File: src/hdl/ssq_map.vh
// constants for the status filter, questionable group and error queue block
// assumes inclusion by ssq_status.v only
`ifndef SSQ_MAP_VH
`define SSQ_MAP_VH

// ----------------------------------------------------------------
// command opcodes
// ----------------------------------------------------------------
`define SSQ_OP_W          4
`define SSQ_OP_NOP        4'h0
`define SSQ_OP_OPER_RISE_WR 4'h1
`define SSQ_OP_OPER_RISE_RD 4'h2
`define SSQ_OP_OPER_FALL_WR 4'h3
`define SSQ_OP_OPER_FALL_RD 4'h4
`define SSQ_OP_PRESET     4'h5
`define SSQ_OP_WARN_EV_RD 4'h6
`define SSQ_OP_WARN_CND_RD 4'h7
`define SSQ_OP_WARN_MSK_WR 4'h8
`define SSQ_OP_WARN_MSK_RD 4'h9
`define SSQ_OP_WARN_RISE_WR 4'hA
`define SSQ_OP_WARN_RISE_RD 4'hB
`define SSQ_OP_WARN_FALL_WR 4'hC
`define SSQ_OP_WARN_FALL_RD 4'hD
`define SSQ_OP_QUEUE_POP  4'hE
`define SSQ_OP_SYS_ERR_POP 4'hF

// ----------------------------------------------------------------
// reset and preset values
// ----------------------------------------------------------------
`define SSQ_RISE_RST      15'h7FFF
`define SSQ_FALL_RST      15'h0000
`define SSQ_MASK_RST      15'h0000
`define SSQ_ZERO15        15'h0000

// ----------------------------------------------------------------
// named status bits
// ----------------------------------------------------------------
`define SSQ_OPER_SELFTEST_BIT 9
`define SSQ_OPER_SWEEP_BIT    3
`define SSQ_WARN_UNLEVEL_BIT  3
`define SSQ_WARN_LOCK_BIT     5
`define SSQ_WARN_STFAIL_BIT   9
`define SSQ_SUMMARY_ERRQ_BIT  2

// ----------------------------------------------------------------
// error queue
// ----------------------------------------------------------------
`define SSQ_QDEPTH        10
`define SSQ_NO_ERR_CODE   16'h0000
`define SSQ_NO_ERR_DESC   8'h00
`define SSQ_OVF_CODE      16'hFEA2
`define SSQ_OVF_DESC      8'h01

`endif

File: src/hdl/ssq_status.v
// status transition filters, questionable group and error queue
// assumes a command decoder upstream issuing one opcode per cycle
// What this block does
// - operational rise filter, 15 bits writable, powers up all ones.
// - operational condition rising with rise-filter bit set raises that event bit.
// - operational fall filter, 15 bits writable, powers up zero.
// - operational condition falling with fall-filter bit set raises that event bit.
// - preset clears enables, rise filters to ones, fall filters to zero, both groups.
// - reading questionable event returns contents then clears it.
// - reading questionable condition returns live bits, nothing changes.
// - questionable enable mask, 15 bits writable, powers up zero.
// - questionable bit 5 is lock error; its enable bit unmasks it.
// - questionable rise filter, 15 bits writable, powers up all ones.
// - questionable condition rising with rise-filter bit set latches event bit.
// - questionable fall filter, 15 bits writable, powers up zero.
// - questionable bit 3 unleveled; falling with fall filter set latches event.
// - detected errors enter a ten-deep first-in first-out queue, code plus description.
// - queue read returns oldest entry and removes it; both queries pop it.
// - summary bit 2 set while queue holds entries, clear when empty.
// - empty queue read answers code zero; controller repeats reads to drain.
// - push into full queue with no pop that cycle overwrites newest entry with code -350.
// - every enable and transition mask reads back last written or preset value.
`timescale 1ns/1ps
`include "ssq_map.vh"

module ssq_status #(
  parameter QDEPTH = `SSQ_QDEPTH,
  parameter PTR_W  = 4,
  parameter CODE_W = 16,
  parameter DESC_W = 8
) (
  input  wire                clk,
  input  wire                rst_n,
  input  wire                cmd_valid,
  input  wire [3:0]          cmd_op,
  input  wire [14:0]         cmd_wdata,
  input  wire [14:0]         oper_cond_in,
  input  wire [14:0]         warn_cond_in,
  input  wire                err_push,
  input  wire [CODE_W-1:0]   err_code,
  input  wire [DESC_W-1:0]   err_desc,
  output reg                 rsp_valid_q,
  output reg  [14:0]         rsp_data_q,
  output reg  [CODE_W-1:0]   rsp_code_q,
  output reg  [DESC_W-1:0]   rsp_desc_q,
  output reg  [14:0]         oper_event_set_q,
  output reg                 oper_enable_clr_q,
  output reg  [14:0]         warn_cond_q,
  output reg                 warn_summary_q,
  output reg                 lock_err_flag_q,
  output reg                 err_avail_q
);

  // ----------------------------------------------------------------
  // state
  // ----------------------------------------------------------------
  reg  [14:0]        oper_rise_filter_q;
  reg  [14:0]        oper_fall_filter_q;
  reg  [14:0]        oper_cond_q;
  reg  [14:0]        warn_event_latch_q;
  reg  [14:0]        warn_event_mask_q;
  reg  [14:0]        warn_rise_filter_q;
  reg  [14:0]        warn_fall_filter_q;
  reg  [CODE_W-1:0]  q_code_mem [0:QDEPTH-1];
  reg  [DESC_W-1:0]  q_desc_mem [0:QDEPTH-1];
  reg  [PTR_W-1:0]   wr_ptr_q;
  reg  [PTR_W-1:0]   rd_ptr_q;
  reg  [PTR_W-1:0]   count_q;
  reg  [PTR_W-1:0]   count_d;

  // ----------------------------------------------------------------
  // command decode
  // ----------------------------------------------------------------
  wire               cmd_preset;
  wire               cmd_pop;
  wire               cmd_ev_rd;
  wire               q_empty;
  wire               q_full;
  wire               do_pop;
  wire               do_push;
  wire               do_ovf;
  wire [14:0]        oper_rise;
  wire [14:0]        oper_fall;
  wire [14:0]        warn_rise;
  wire [14:0]        warn_fall;
  wire [14:0]        warn_event_d;
  wire [PTR_W-1:0]   wr_ptr_inc;
  wire [PTR_W-1:0]   rd_ptr_inc;
  wire [PTR_W-1:0]   newest_ptr;
  wire [PTR_W-1:0]   last_idx;
  wire [31:0]        qdepth_full;
  wire [31:0]        last_full;
  wire               mem_wr_en;
  wire [PTR_W-1:0]   mem_wr_idx;
  wire [CODE_W-1:0]  mem_wr_code;
  wire [DESC_W-1:0]  mem_wr_desc;
  wire [CODE_W-1:0]  head_code;
  wire [DESC_W-1:0]  head_desc;
  reg  [14:0]        rd_mux;

  // depth arrives as a 32-bit parameter; pointers keep only their own bits
  assign qdepth_full = QDEPTH;
  assign last_full   = QDEPTH - 1;
  assign last_idx    = last_full[PTR_W-1:0];
  assign cmd_preset = cmd_valid && (cmd_op == `SSQ_OP_PRESET);
  // both queue queries share one pop path
  assign cmd_pop    = cmd_valid && ((cmd_op == `SSQ_OP_QUEUE_POP) || (cmd_op == `SSQ_OP_SYS_ERR_POP));
  assign cmd_ev_rd  = cmd_valid && (cmd_op == `SSQ_OP_WARN_EV_RD);

  // ----------------------------------------------------------------
  // transition detection
  // ----------------------------------------------------------------
  // first cycle after reset sees every high input as a rise
  // both groups share one filter shape
  ssq_edge_filter #(
    .W (15)
  ) u_oper_filter (
    .cond_now  (oper_cond_in),
    .cond_prev (oper_cond_q),
    .rise_mask (oper_rise_filter_q),
    .fall_mask (oper_fall_filter_q),
    .rise_hit  (oper_rise),
    .fall_hit  (oper_fall)
  );

  ssq_edge_filter #(
    .W (15)
  ) u_warn_filter (
    .cond_now  (warn_cond_in),
    .cond_prev (warn_cond_q),
    .rise_mask (warn_rise_filter_q),
    .fall_mask (warn_fall_filter_q),
    .rise_hit  (warn_rise),
    .fall_hit  (warn_fall)
  );

  // a transition arriving with the clearing read survives it
  assign warn_event_d = (cmd_ev_rd ? `SSQ_ZERO15 : warn_event_latch_q) | warn_rise | warn_fall;

  // ----------------------------------------------------------------
  // condition and event registers
  // ----------------------------------------------------------------
  always @(posedge clk or negedge rst_n) begin
    if (!rst_n) begin
      oper_cond_q        <= `SSQ_ZERO15;
      warn_cond_q        <= `SSQ_ZERO15;
      warn_event_latch_q <= `SSQ_ZERO15;
      oper_event_set_q   <= `SSQ_ZERO15;
      warn_summary_q     <= 1'b0;
      lock_err_flag_q    <= 1'b0;
    end else begin
      oper_cond_q        <= oper_cond_in;
      warn_cond_q        <= warn_cond_in;
      warn_event_latch_q <= warn_event_d;
      oper_event_set_q   <= oper_rise | oper_fall;
      warn_summary_q     <= |(warn_event_d & warn_event_mask_q);
      lock_err_flag_q    <= warn_event_d[`SSQ_WARN_LOCK_BIT] & warn_event_mask_q[`SSQ_WARN_LOCK_BIT];
    end
  end

  // ----------------------------------------------------------------
  // masks and filters
  // ----------------------------------------------------------------
  always @(posedge clk or negedge rst_n) begin
    if (!rst_n) begin
      oper_rise_filter_q <= `SSQ_RISE_RST;
      oper_fall_filter_q <= `SSQ_FALL_RST;
      warn_event_mask_q  <= `SSQ_MASK_RST;
      warn_rise_filter_q <= `SSQ_RISE_RST;
      warn_fall_filter_q <= `SSQ_FALL_RST;
      oper_enable_clr_q  <= 1'b0;
    end else begin
      oper_enable_clr_q <= cmd_preset;
      if (cmd_preset) begin
        oper_rise_filter_q <= `SSQ_RISE_RST;
        oper_fall_filter_q <= `SSQ_FALL_RST;
        warn_event_mask_q  <= `SSQ_MASK_RST;
        warn_rise_filter_q <= `SSQ_RISE_RST;
        warn_fall_filter_q <= `SSQ_FALL_RST;
      end else if (cmd_valid) begin
        case (cmd_op)
          `SSQ_OP_OPER_RISE_WR: begin
            oper_rise_filter_q <= cmd_wdata;
          end
          `SSQ_OP_OPER_FALL_WR: begin
            oper_fall_filter_q <= cmd_wdata;
          end
          `SSQ_OP_WARN_MSK_WR: begin
            warn_event_mask_q <= cmd_wdata;
          end
          `SSQ_OP_WARN_RISE_WR: begin
            warn_rise_filter_q <= cmd_wdata;
          end
          `SSQ_OP_WARN_FALL_WR: begin
            warn_fall_filter_q <= cmd_wdata;
          end
          default: begin
          end
        endcase
      end
    end
  end

  // ----------------------------------------------------------------
  // error queue
  // ----------------------------------------------------------------
  assign q_empty    = (count_q == {PTR_W{1'b0}});
  assign q_full     = (count_q == qdepth_full[PTR_W-1:0]);
  assign do_pop     = cmd_pop && !q_empty;
  // a pop in the same cycle frees a slot, so no overflow then
  assign do_push    = err_push && (!q_full || do_pop);
  assign do_ovf     = err_push && q_full && !do_pop;
  assign wr_ptr_inc = (wr_ptr_q == last_idx) ? {PTR_W{1'b0}} : wr_ptr_q + 1'b1;
  assign rd_ptr_inc = (rd_ptr_q == last_idx) ? {PTR_W{1'b0}} : rd_ptr_q + 1'b1;
  assign newest_ptr = (wr_ptr_q == {PTR_W{1'b0}}) ? last_idx : wr_ptr_q - 1'b1;

  // overflow reuses the write port, aimed at the newest slot
  assign mem_wr_en   = do_push || do_ovf;
  assign mem_wr_idx  = do_push ? wr_ptr_q : newest_ptr;
  assign mem_wr_code = do_push ? err_code : `SSQ_OVF_CODE;
  assign mem_wr_desc = do_push ? err_desc : `SSQ_OVF_DESC;

  // storage carries no reset; the read pointer and count_q say what is valid
  always @(posedge clk) begin
    if (mem_wr_en) begin
      q_code_mem[mem_wr_idx] <= mem_wr_code;
      q_desc_mem[mem_wr_idx] <= mem_wr_desc;
    end
  end

  // ----------------------------------------------------------------
  // queue occupancy
  // ----------------------------------------------------------------
  always @* begin
    count_d = count_q;
    if (do_push && !do_pop) begin
      count_d = count_q + 1'b1;
    end else if (do_pop && !do_push) begin
      count_d = count_q - 1'b1;
    end
  end

  always @(posedge clk or negedge rst_n) begin
    if (!rst_n) begin
      wr_ptr_q    <= {PTR_W{1'b0}};
      rd_ptr_q    <= {PTR_W{1'b0}};
      count_q     <= {PTR_W{1'b0}};
      err_avail_q <= 1'b0;
    end else begin
      if (do_push) begin
        wr_ptr_q <= wr_ptr_inc;
      end
      if (do_pop) begin
        rd_ptr_q <= rd_ptr_inc;
      end
      count_q     <= count_d;
      // summary bit follows the count as it will be next cycle
      err_avail_q <= (count_d != {PTR_W{1'b0}});
    end
  end

  // ----------------------------------------------------------------
  // query answers
  // ----------------------------------------------------------------
  // oldest entry, read in place without a staging register
  assign head_code = q_code_mem[rd_ptr_q];
  assign head_desc = q_desc_mem[rd_ptr_q];

  always @* begin
    rd_mux = `SSQ_ZERO15;
    case (cmd_op)
      `SSQ_OP_OPER_RISE_RD: begin
        rd_mux = oper_rise_filter_q;
      end
      `SSQ_OP_OPER_FALL_RD: begin
        rd_mux = oper_fall_filter_q;
      end
      `SSQ_OP_WARN_EV_RD: begin
        rd_mux = warn_event_latch_q;
      end
      `SSQ_OP_WARN_CND_RD: begin
        rd_mux = warn_cond_q;
      end
      `SSQ_OP_WARN_MSK_RD: begin
        rd_mux = warn_event_mask_q;
      end
      `SSQ_OP_WARN_RISE_RD: begin
        rd_mux = warn_rise_filter_q;
      end
      `SSQ_OP_WARN_FALL_RD: begin
        rd_mux = warn_fall_filter_q;
      end
      default: begin
        rd_mux = `SSQ_ZERO15;
      end
    endcase
  end

  always @(posedge clk or negedge rst_n) begin
    if (!rst_n) begin
      rsp_valid_q <= 1'b0;
      rsp_data_q  <= `SSQ_ZERO15;
      rsp_code_q  <= `SSQ_NO_ERR_CODE;
      rsp_desc_q  <= `SSQ_NO_ERR_DESC;
    end else begin
      rsp_valid_q <= cmd_valid && (cmd_op != `SSQ_OP_NOP);
      if (cmd_valid) begin
        rsp_data_q <= rd_mux;
      end
      if (cmd_pop) begin
        if (q_empty) begin
          rsp_code_q <= `SSQ_NO_ERR_CODE;
          rsp_desc_q <= `SSQ_NO_ERR_DESC;
        end else begin
          rsp_code_q <= head_code;
          rsp_desc_q <= head_desc;
        end
      end
    end
  end

endmodule

// ----------------------------------------------------------------
// transition filter, one per status group
// ----------------------------------------------------------------
module ssq_edge_filter #(
  parameter W = 15
) (
  input  wire [W-1:0] cond_now,
  input  wire [W-1:0] cond_prev,
  input  wire [W-1:0] rise_mask,
  input  wire [W-1:0] fall_mask,
  output wire [W-1:0] rise_hit,
  output wire [W-1:0] fall_hit
);

  // combinational only; the caller owns the previous-cycle copy
  assign rise_hit = cond_now & ~cond_prev & rise_mask;
  assign fall_hit = ~cond_now & cond_prev & fall_mask;

endmodule

File: config.mk
export PLATFORM = sky130hd
export DESIGN_NAME = ssq_status
export DESIGN_NICKNAME = d
export VERILOG_FILES = /design/src/hdl/ssq_status.v
export VERILOG_INCLUDE_DIRS = /design/src /design/src/hdl
export SDC_FILE = /design/constraint.sdc
export NUM_CORES = 1
export LEC_CHECK = 0
export BUFFER_PORTS_ARGS = -buffer_cell sky130_fd_sc_hd__buf_2
export CAP_MARGIN = 25
export CORE_AREA = 5 5 188 190
export CTS_CLUSTER_DIAMETER = 50
export DETAILED_ROUTE_END_ITERATION = 8
export DIE_AREA = 0 0 193 195
export PLACE_DENSITY = 0.85
export RECOVER_POWER = 25
export REMOVE_ABC_BUFFERS = 1
export SKIP_CTS_REPAIR_TIMING = 1
export SYNTH_ARGS = -nofsm -noshare
export SYNTH_HDL_FRONTEND = slang
export SYNTH_HIERARCHICAL = 1
export SYNTH_SLANG_ARGS = --single-unit
export TNS_END_PERCENT = 50
File: constraint.sdc
create_clock -name clk -period 3.5 [get_ports clk]
set_clock_uncertainty 0.1 [all_clocks]
set_input_delay 0.35 -clock clk [delete_from_list [all_inputs] [get_ports clk]]
set_output_delay 0.35 -clock clk [all_outputs]
set_load 0.005 [all_outputs]
**Yosys cells after proc, flatten, opt, wreduce, memory -nomap -nowiden**

Memories as Yosys holds them, arrays and structs flattened.
Index checks and enable logic that the tools add are counted.

- Bits in registers: 191
- Memory bits (writable): 240
- Output and inout bits: 74
- Logic and storage cells: 124
- Memories: 2

Memories:

| memory | depth | width | read ports | clocked after memory_dff | write ports | RTL line | source |
|---|---|---|---|---|---|---|---|
| q_code_mem | 10 | 16 | 1 | 0 | 1 | ssq_status.v:64 | `reg [CODE_W-1:0] q_code_mem [0:QDEPTH-1];` |
| q_desc_mem | 10 | 8 | 1 | 0 | 1 | ssq_status.v:65 | `reg [DESC_W-1:0] q_desc_mem [0:QDEPTH-1];` |

- Add/subtract/negate cells: 5
- Equal/unequal tests: 18
- Multiplexer cells: 29
- Bitwise gates (word level): 17
- Reduce and logical (&&, ||, !) cells: 33

Operators with widths:

| operator | number |
|---|---|
| 2-to-1 mux 15 bit | 16 |
| bitwise AND 15 bit | 9 |
| one-hot mux 15 bit (7 select lines) | 1 |
| NOT 15 bit | 4 |
| OR 15 bit | 3 |
| == test 4 bit (second input constant) | 11 |
| 2-to-1 mux 16 bit | 2 |
| 2-to-1 mux 4 bit | 6 |
| == test 4 x 3 -> 1 bit (second input constant) | 4 |
| 2-to-1 mux 8 bit | 2 |
| OR reduction 15 bit | 1 |
| adder 4 x 1 -> 4 bit (second input constant) | 3 |
| nonzero test 2 bit | 6 |
| logical AND 1 bit | 10 |
| AND reduction 2 bit | 5 |
| == test 4 x 2 -> 1 bit (second input constant) | 2 |
| zero test 4 bit | 2 |
| nonzero test 4 bit | 2 |
| subtractor 4 x 1 -> 4 bit (second input constant) | 2 |
| == test 4 x 1 -> 1 bit (second input constant) | 1 |
| zero test 1 bit | 4 |
| logical OR 1 bit | 3 |
| 2-to-1 mux 1 bit | 2 |
| bitwise AND 1 bit | 1 |

**Logic depth before layout (Yosys ltp)**

- Word-level depth: 11
- Depth in mapped cells: 8
- Depth with buffers taken out: 7

**Modules after synthesis**

The synthesis kept the hierarchy.

Modules (own cells, without submodules):

| module | instances | cells an instance | area each (µm²) | sequential area each (µm²) |
|---|---|---|---|---|
| ssq_status | 1 | 1,177 | 17,207.8 | 12,024.0 |
| ssq_edge_filter | 2 | 30 | 262.8 | 0.0 |

**Worst setup path after synthesis**

Ideal clock, no wire load.

- Kind: register -> register
- Start: register count_q[0]
- End: memory q_code_mem[8][0], enable pin
- Setup time: 0.435 ns
- Data arrival time: 3.061 ns
- Setup slack: -0.096 ns
- Stages on the path, launching flop included: 8
- Path buffers: 0
- Period minus slack after synthesis: 3.596 ns
- Cells stage by stage: dfrtp_1 -> inv_1 -> ha_1 -> and3b_1 -> nand2_1 -> xor2_1 -> nand3_1 -> nor3_1

- Longest elaborated chain between the ends: 8
- Elaborated cells between the ends (all ways): 14

RTL lines:

| what | RTL line | source |
|---|---|---|
| from (decl) | ssq_status.v:68 | `reg [PTR_W-1:0] count_q;` |
| from (signal assigned) | ssq_status.v:247 | `count_q <= {PTR_W{1'b0}};` |
| from (signal assigned) | ssq_status.v:256 | `count_q <= count_d;` |
| zero test 4 bit | ssq_status.v:207 | `assign q_empty = (count_q == {PTR_W{1'b0}});` |
| zero test 1 bit | ssq_status.v:209 | `assign do_pop = cmd_pop && !q_empty;` |
| logical AND 1 bit | ssq_status.v:209 |  |
| logical OR 1 bit / zero test 1 bit (equally long branches) | ssq_status.v:211, ssq_status.v:212 |  |
| logical AND 1 bit, on equally long branches | ssq_status.v:211, ssq_status.v:212 |  |
| logical OR 1 bit | ssq_status.v:218 | `assign mem_wr_en = do_push \|\| do_ovf;` |
| 2-to-1 mux 1 bit | ssq_status.v:225 | `if (mem_wr_en) begin` |
| 2-to-1 mux 1 bit (not written as such) | ssq_status.v:226 | `q_code_mem[mem_wr_idx] <= mem_wr_code;` |
| to (decl) | ssq_status.v:64 |  |

Parallel ways exist; a longest one is shown, timed or not.

**Worst setup path after layout**

- Start: input cmd_op[1]
- End: register warn_event_mask_q[11]

- Longest elaborated chain between the ends: 4
- Elaborated cells between the ends (all ways): 7

RTL lines:

| what | RTL line | source |
|---|---|---|
| from (decl) | ssq_status.v:35 | `input wire [3:0] cmd_op,` |
| == test 4 x 3 -> 1 bit (no source line) | n/a |  |
| logical AND 1 bit | ssq_status.v:105 | `` assign cmd_preset = cmd_valid && (cmd_op == `SSQ_OP_PRESET); `` |
| nonzero test 2 bit (no source line) | n/a |  |
| AND reduction 2 bit (no source line) | n/a |  |
| to (signal assigned) | ssq_status.v:168 | `` warn_event_mask_q <= `SSQ_MASK_RST; `` |
| to (signal assigned) | ssq_status.v:177 | `` warn_event_mask_q <= `SSQ_MASK_RST; `` |
| to (signal assigned) | ssq_status.v:189 | `warn_event_mask_q <= cmd_wdata;` |
| to (decl) | ssq_status.v:61 | `reg [14:0] warn_event_mask_q;` |

Parallel ways exist; a longest one is shown, timed or not.
A chain may end at the register's enable or synchronous reset.

==> flow_metrics.py <==
metrics = {
    "sta": {
        "hold_viol_final": 1,
        "rsz0062_at_grt": "false",
        "slew_headroom_pct": -4.06,
        "worst_pin_slew_ns": 1.56,
        "fin_crit_ns": 2.89,
        "setup_violations": 0,
        "drv_slew": 31,
        "timing.hold.ws_ns": -0.0122,
        "fmax_ghz": 0.345,
        "finalCritPeriodShare_pct": 82.7,
    },
    "worst_setup_path": {
        "critPathKind": "input port to flop",
        "crit_slowest_cell": "clkbuf_1",
        "r2r_cells": 8,
        "critPathMaxStageDelay_ns": 0.99,
        "start_kind": "input port",
        "endpoint_kind": "flop",
        "reg2reg_slack_ns": 0.74,
        "reg2reg_from": "count_q[0]$_DFF_PN0_",
        "path_cells": "clkbuf_1, clkbuf_1, nor3_1, nand2_1, nand2_1, o21ai_0",
        "arrival_ns": 3.22,
        "cp.required_ns": 3.83,
        "path_max_fanout": 24,
        "rr_endpoint": "q_code_mem[0][5]$_DFFE_PP_",
    },
    "drt": {
        "vias_per_cell": 6.17,
        "vias": 11800,
        "remaining_drc_errors": 0,
        "wl_um": 46300,
        "ant_nets": 0,
        "wl_per_cell_um": 24.2,
        "drt_pre_antenna_iters": 6,
        "drt_iter0_drc": 1198,
    },
    "power_and_ir_drop": {
        "leakage_nw": 8.18,
        "power_frac_comb_pct": 21.7,
        "swShare_pct": 29.3,
        "power.switching_mw": 4.38,
        "ir_drop_mv": 0.566,
        "p_int_mw": 10.6,
        "seqPwrFrac_pct": 46.5,
        "pwr_density_cell_nw_per_um2": 717,
        "p_clk_share_pct": 31.7,
    },
    "layout": {
        "reg.largest.list": "q_code_mem: 160 flops, q_desc_mem: 80 flops, rsp_code_q: 16 flops",
        "area_growth_pct": 17.5,
        "top_register": "q_code_mem",
        "largest_register_ffs": 160,
        "final_cells": 1913,
        "fin_nets": 1510,
        "drive_above_1_share_pct": 21.8,
        "diodes": 0,
        "fill_cells": 2413,
    },
    "yosys": {
        "synth_top_cells_by_count": "edfxtp_1 (240), dfrtp_1 (161), nand2_1 (131), o21ai_0 (71), and3b_1 (64)",
        "synth-async-reset-ratio_pct": 44.3,
        "synth_cells": 1237,
        "synth_area_um2": 17700,
        "synthTopCellsByArea": "edfxtp_1 (41%), dfrtp_1 (23%), mux4_2 (6.1%)",
        "synth_seq_area_share_pct": 67.8,
        "yosys_register_bits": 431,
        "synth_edf_count": 240,
        "ys_warn_count": 6,
        "yosysTopAreaCellShare_pct": 40.6,
        "synth_cell_types": 61,
        "synth.most_common_cell": "edfxtp_1",
        "yosysTopAreaCell": "edfxtp_1",
        "synth_area_per_cell_um2": 14.3,
        "synthFlopType": "edfxtp_1",
    },
    "placement": {
        "routabilityCongestion": 0.875,
        "dp_hpwl_um": 27800,
        "placed_cells": 1796,
        "place.port_buffers": 150,
    },
    "clock_tree": {
        "clk_latency_ns": 0.55,
        "numCtsBuffers": 43,
        "clock-root-buffer": "clkbuf_16",
        "clockBufferDepth": 3,
        "clock-sinks": 431,
        "cts_tree": "done",
        "path_clk_slew_ns": 0.06,
        "cts_htree_levels": 2,
    },
    "worst_hold_path": {
        "min_path_type": "input port to flop",
        "worstHoldStart": "cmd_wdata[7]",
        "hold_end": "oper_rise_filter_q[7]$_DFFE_PN1P_",
        "holdPathStages": 3,
    },
    "global_route": {
        "antenna_found_initial": 0,
        "track_usage_pct": 24.0,
        "first_global_vias": 11900,
        "grt_start_max_net_pins": 107,
        "grt_pass1_wl_um": 69600,
        "grt-ovfl-total": 0,
    },
    "floorplan": {
        "start_util_pct": 53.3,
        "num_rows": 67,
        "die-width_um": 193,
        "coreArea_um2": 33300,
        "io_pins": 151,
        "die_height_um": 195,
        "design.die.area_um2": 37600,
    },
    "status": {
        "status": "finished with violations",
        "violations": "hold timing, capacitance limit, slew limit",
    },
    "job": {
        "cap_violations": 1,
    },
}
metal layers:
layer / wire [µm] / vias to the layer above / GRT usage, % / part of all wire (%)
li1: - / 5073 / - / -
met1: 16800 / 5884 / 30.7 / 36
met2: 23800 / 718 / 41.8 / 51
met4: 1530 / 0 / 7.34 / 3.3
met5: 0 / - / 0 / 0
met3: 4100 / 127 / 4.48 / 8.9
cell usage in the layout, fill, tap and decap left out, types with 20 or more instances in the layout:
master,instances
buf_4,27
a21oi_1,47
nor2_1,43
a22o_1,27
mux2i_1,32
edfxtp_1,240
a222oi_1,20
and3b_1,64
nand2_1,131
clkbuf_1,64
dlygate4sd3_1,37
dfstp_2,30
o21ai_0,71
inv_1,21
clkbuf_16,44
mux4_2,48
nand3_1,33
dfrtp_1,159
buf_2,92
kinds of logic (layout without fill, tap and decap cells):
| group | Yosys count | after routing | share of synthesized area [%] |
|---|---|---|---|
| AND/OR/NAND/NOR | 359 | 359 | 11.1 |
| XOR/XNOR | 9 | 9 | 0.445 |
| buffers and inverters | 96 | 324 | 2.35 |
| AO/OA/AOI/OAI | 248 | 248 | 9.53 |
| multiplexers | 91 | 91 | 8.60 |
| adder cells (fa/ha/maj) | 3 | 3 | 0.212 |
| flip-flops | 431 | 431 | 67.8 |
worst max-delay path, delay by kind of cell:
kind / cells / cell delay, ns
AO/OA/AOI/OAI: 1 / 0.25
buffers and inverters: 2 / 1.48
AND/OR/NAND/NOR: 3 / 1.13
layout make-up:
type                       instances  area [µm²]  share of cell area (%)
sequential                       431       12000                    57.7
inverter                          23        86.3                   0.414
clock buffer                      56        1220                    5.84
multi-input combinational        710        5340                    25.6
clock inverter                    24         260                    1.25
timing repair buffer             221        1350                    6.50
tap                              448         561                    2.69
per-stage QoR:
step / TNS [ns] / power, mW / worst slack, ns / cell area, µm² / util [%]
floorplan: -17.32 / 8.97 / -0.510 / 17400 / -
global placement: 0 / 10.0 / 0.876 / 19100 / 57.4
detailed placement: 0 / 10.2 / 0.821 / 19100 / 57.4
CTS: 0 / 15.0 / 0.788 / 20600 / 61.8
global route: 0 / 15.6 / 0.424 / 20800 / 62.6
finish: 0 / 14.9 / 0.605 / 20800 / 62.6
how the worst max path moves through the flow:
| stage | from | to | slack, ns | cells after the start |
|---|---|---|---|---|
| after floorplan | rd_ptr_q[0]$_DFFE_PN0N_ | rsp_code_q[0]$_DFFE_PN0P_ | -0.51 | 4 |
| after global placement | cmd_op[2] | q_desc_mem[0][3]$_DFFE_PP_ | 0.88 | 7 |
| after detailed placement | cmd_op[2] | q_code_mem[0][0]$_DFFE_PP_ | 0.82 | 7 |
| after CTS | count_q[0]$_DFF_PN0_ | q_code_mem[0][5]$_DFFE_PP_ | 0.79 | 8 |
| after global routing | cmd_op[1] | oper_rise_filter_q[12]$_DFFE_PN1P_ | 0.42 | 6 |
| final | cmd_op[1] | warn_event_mask_q[11]$_DFFE_PN0P_ | 0.61 | 6 |
power groups by stage:
stage / registers [mW] / logic, mW / clock network, mW
finish: 6.96 / 3.25 / 4.74
global route: 7.03 / 3.53 / 5.01
CTS: 6.94 / 3.27 / 4.80
detailed placement: 7.01 / 3.21 / 0
global placement: 6.97 / 3.07 / 0
floorplan: 7.03 / 1.94 / 0
(Power assumes the default switching activity.)
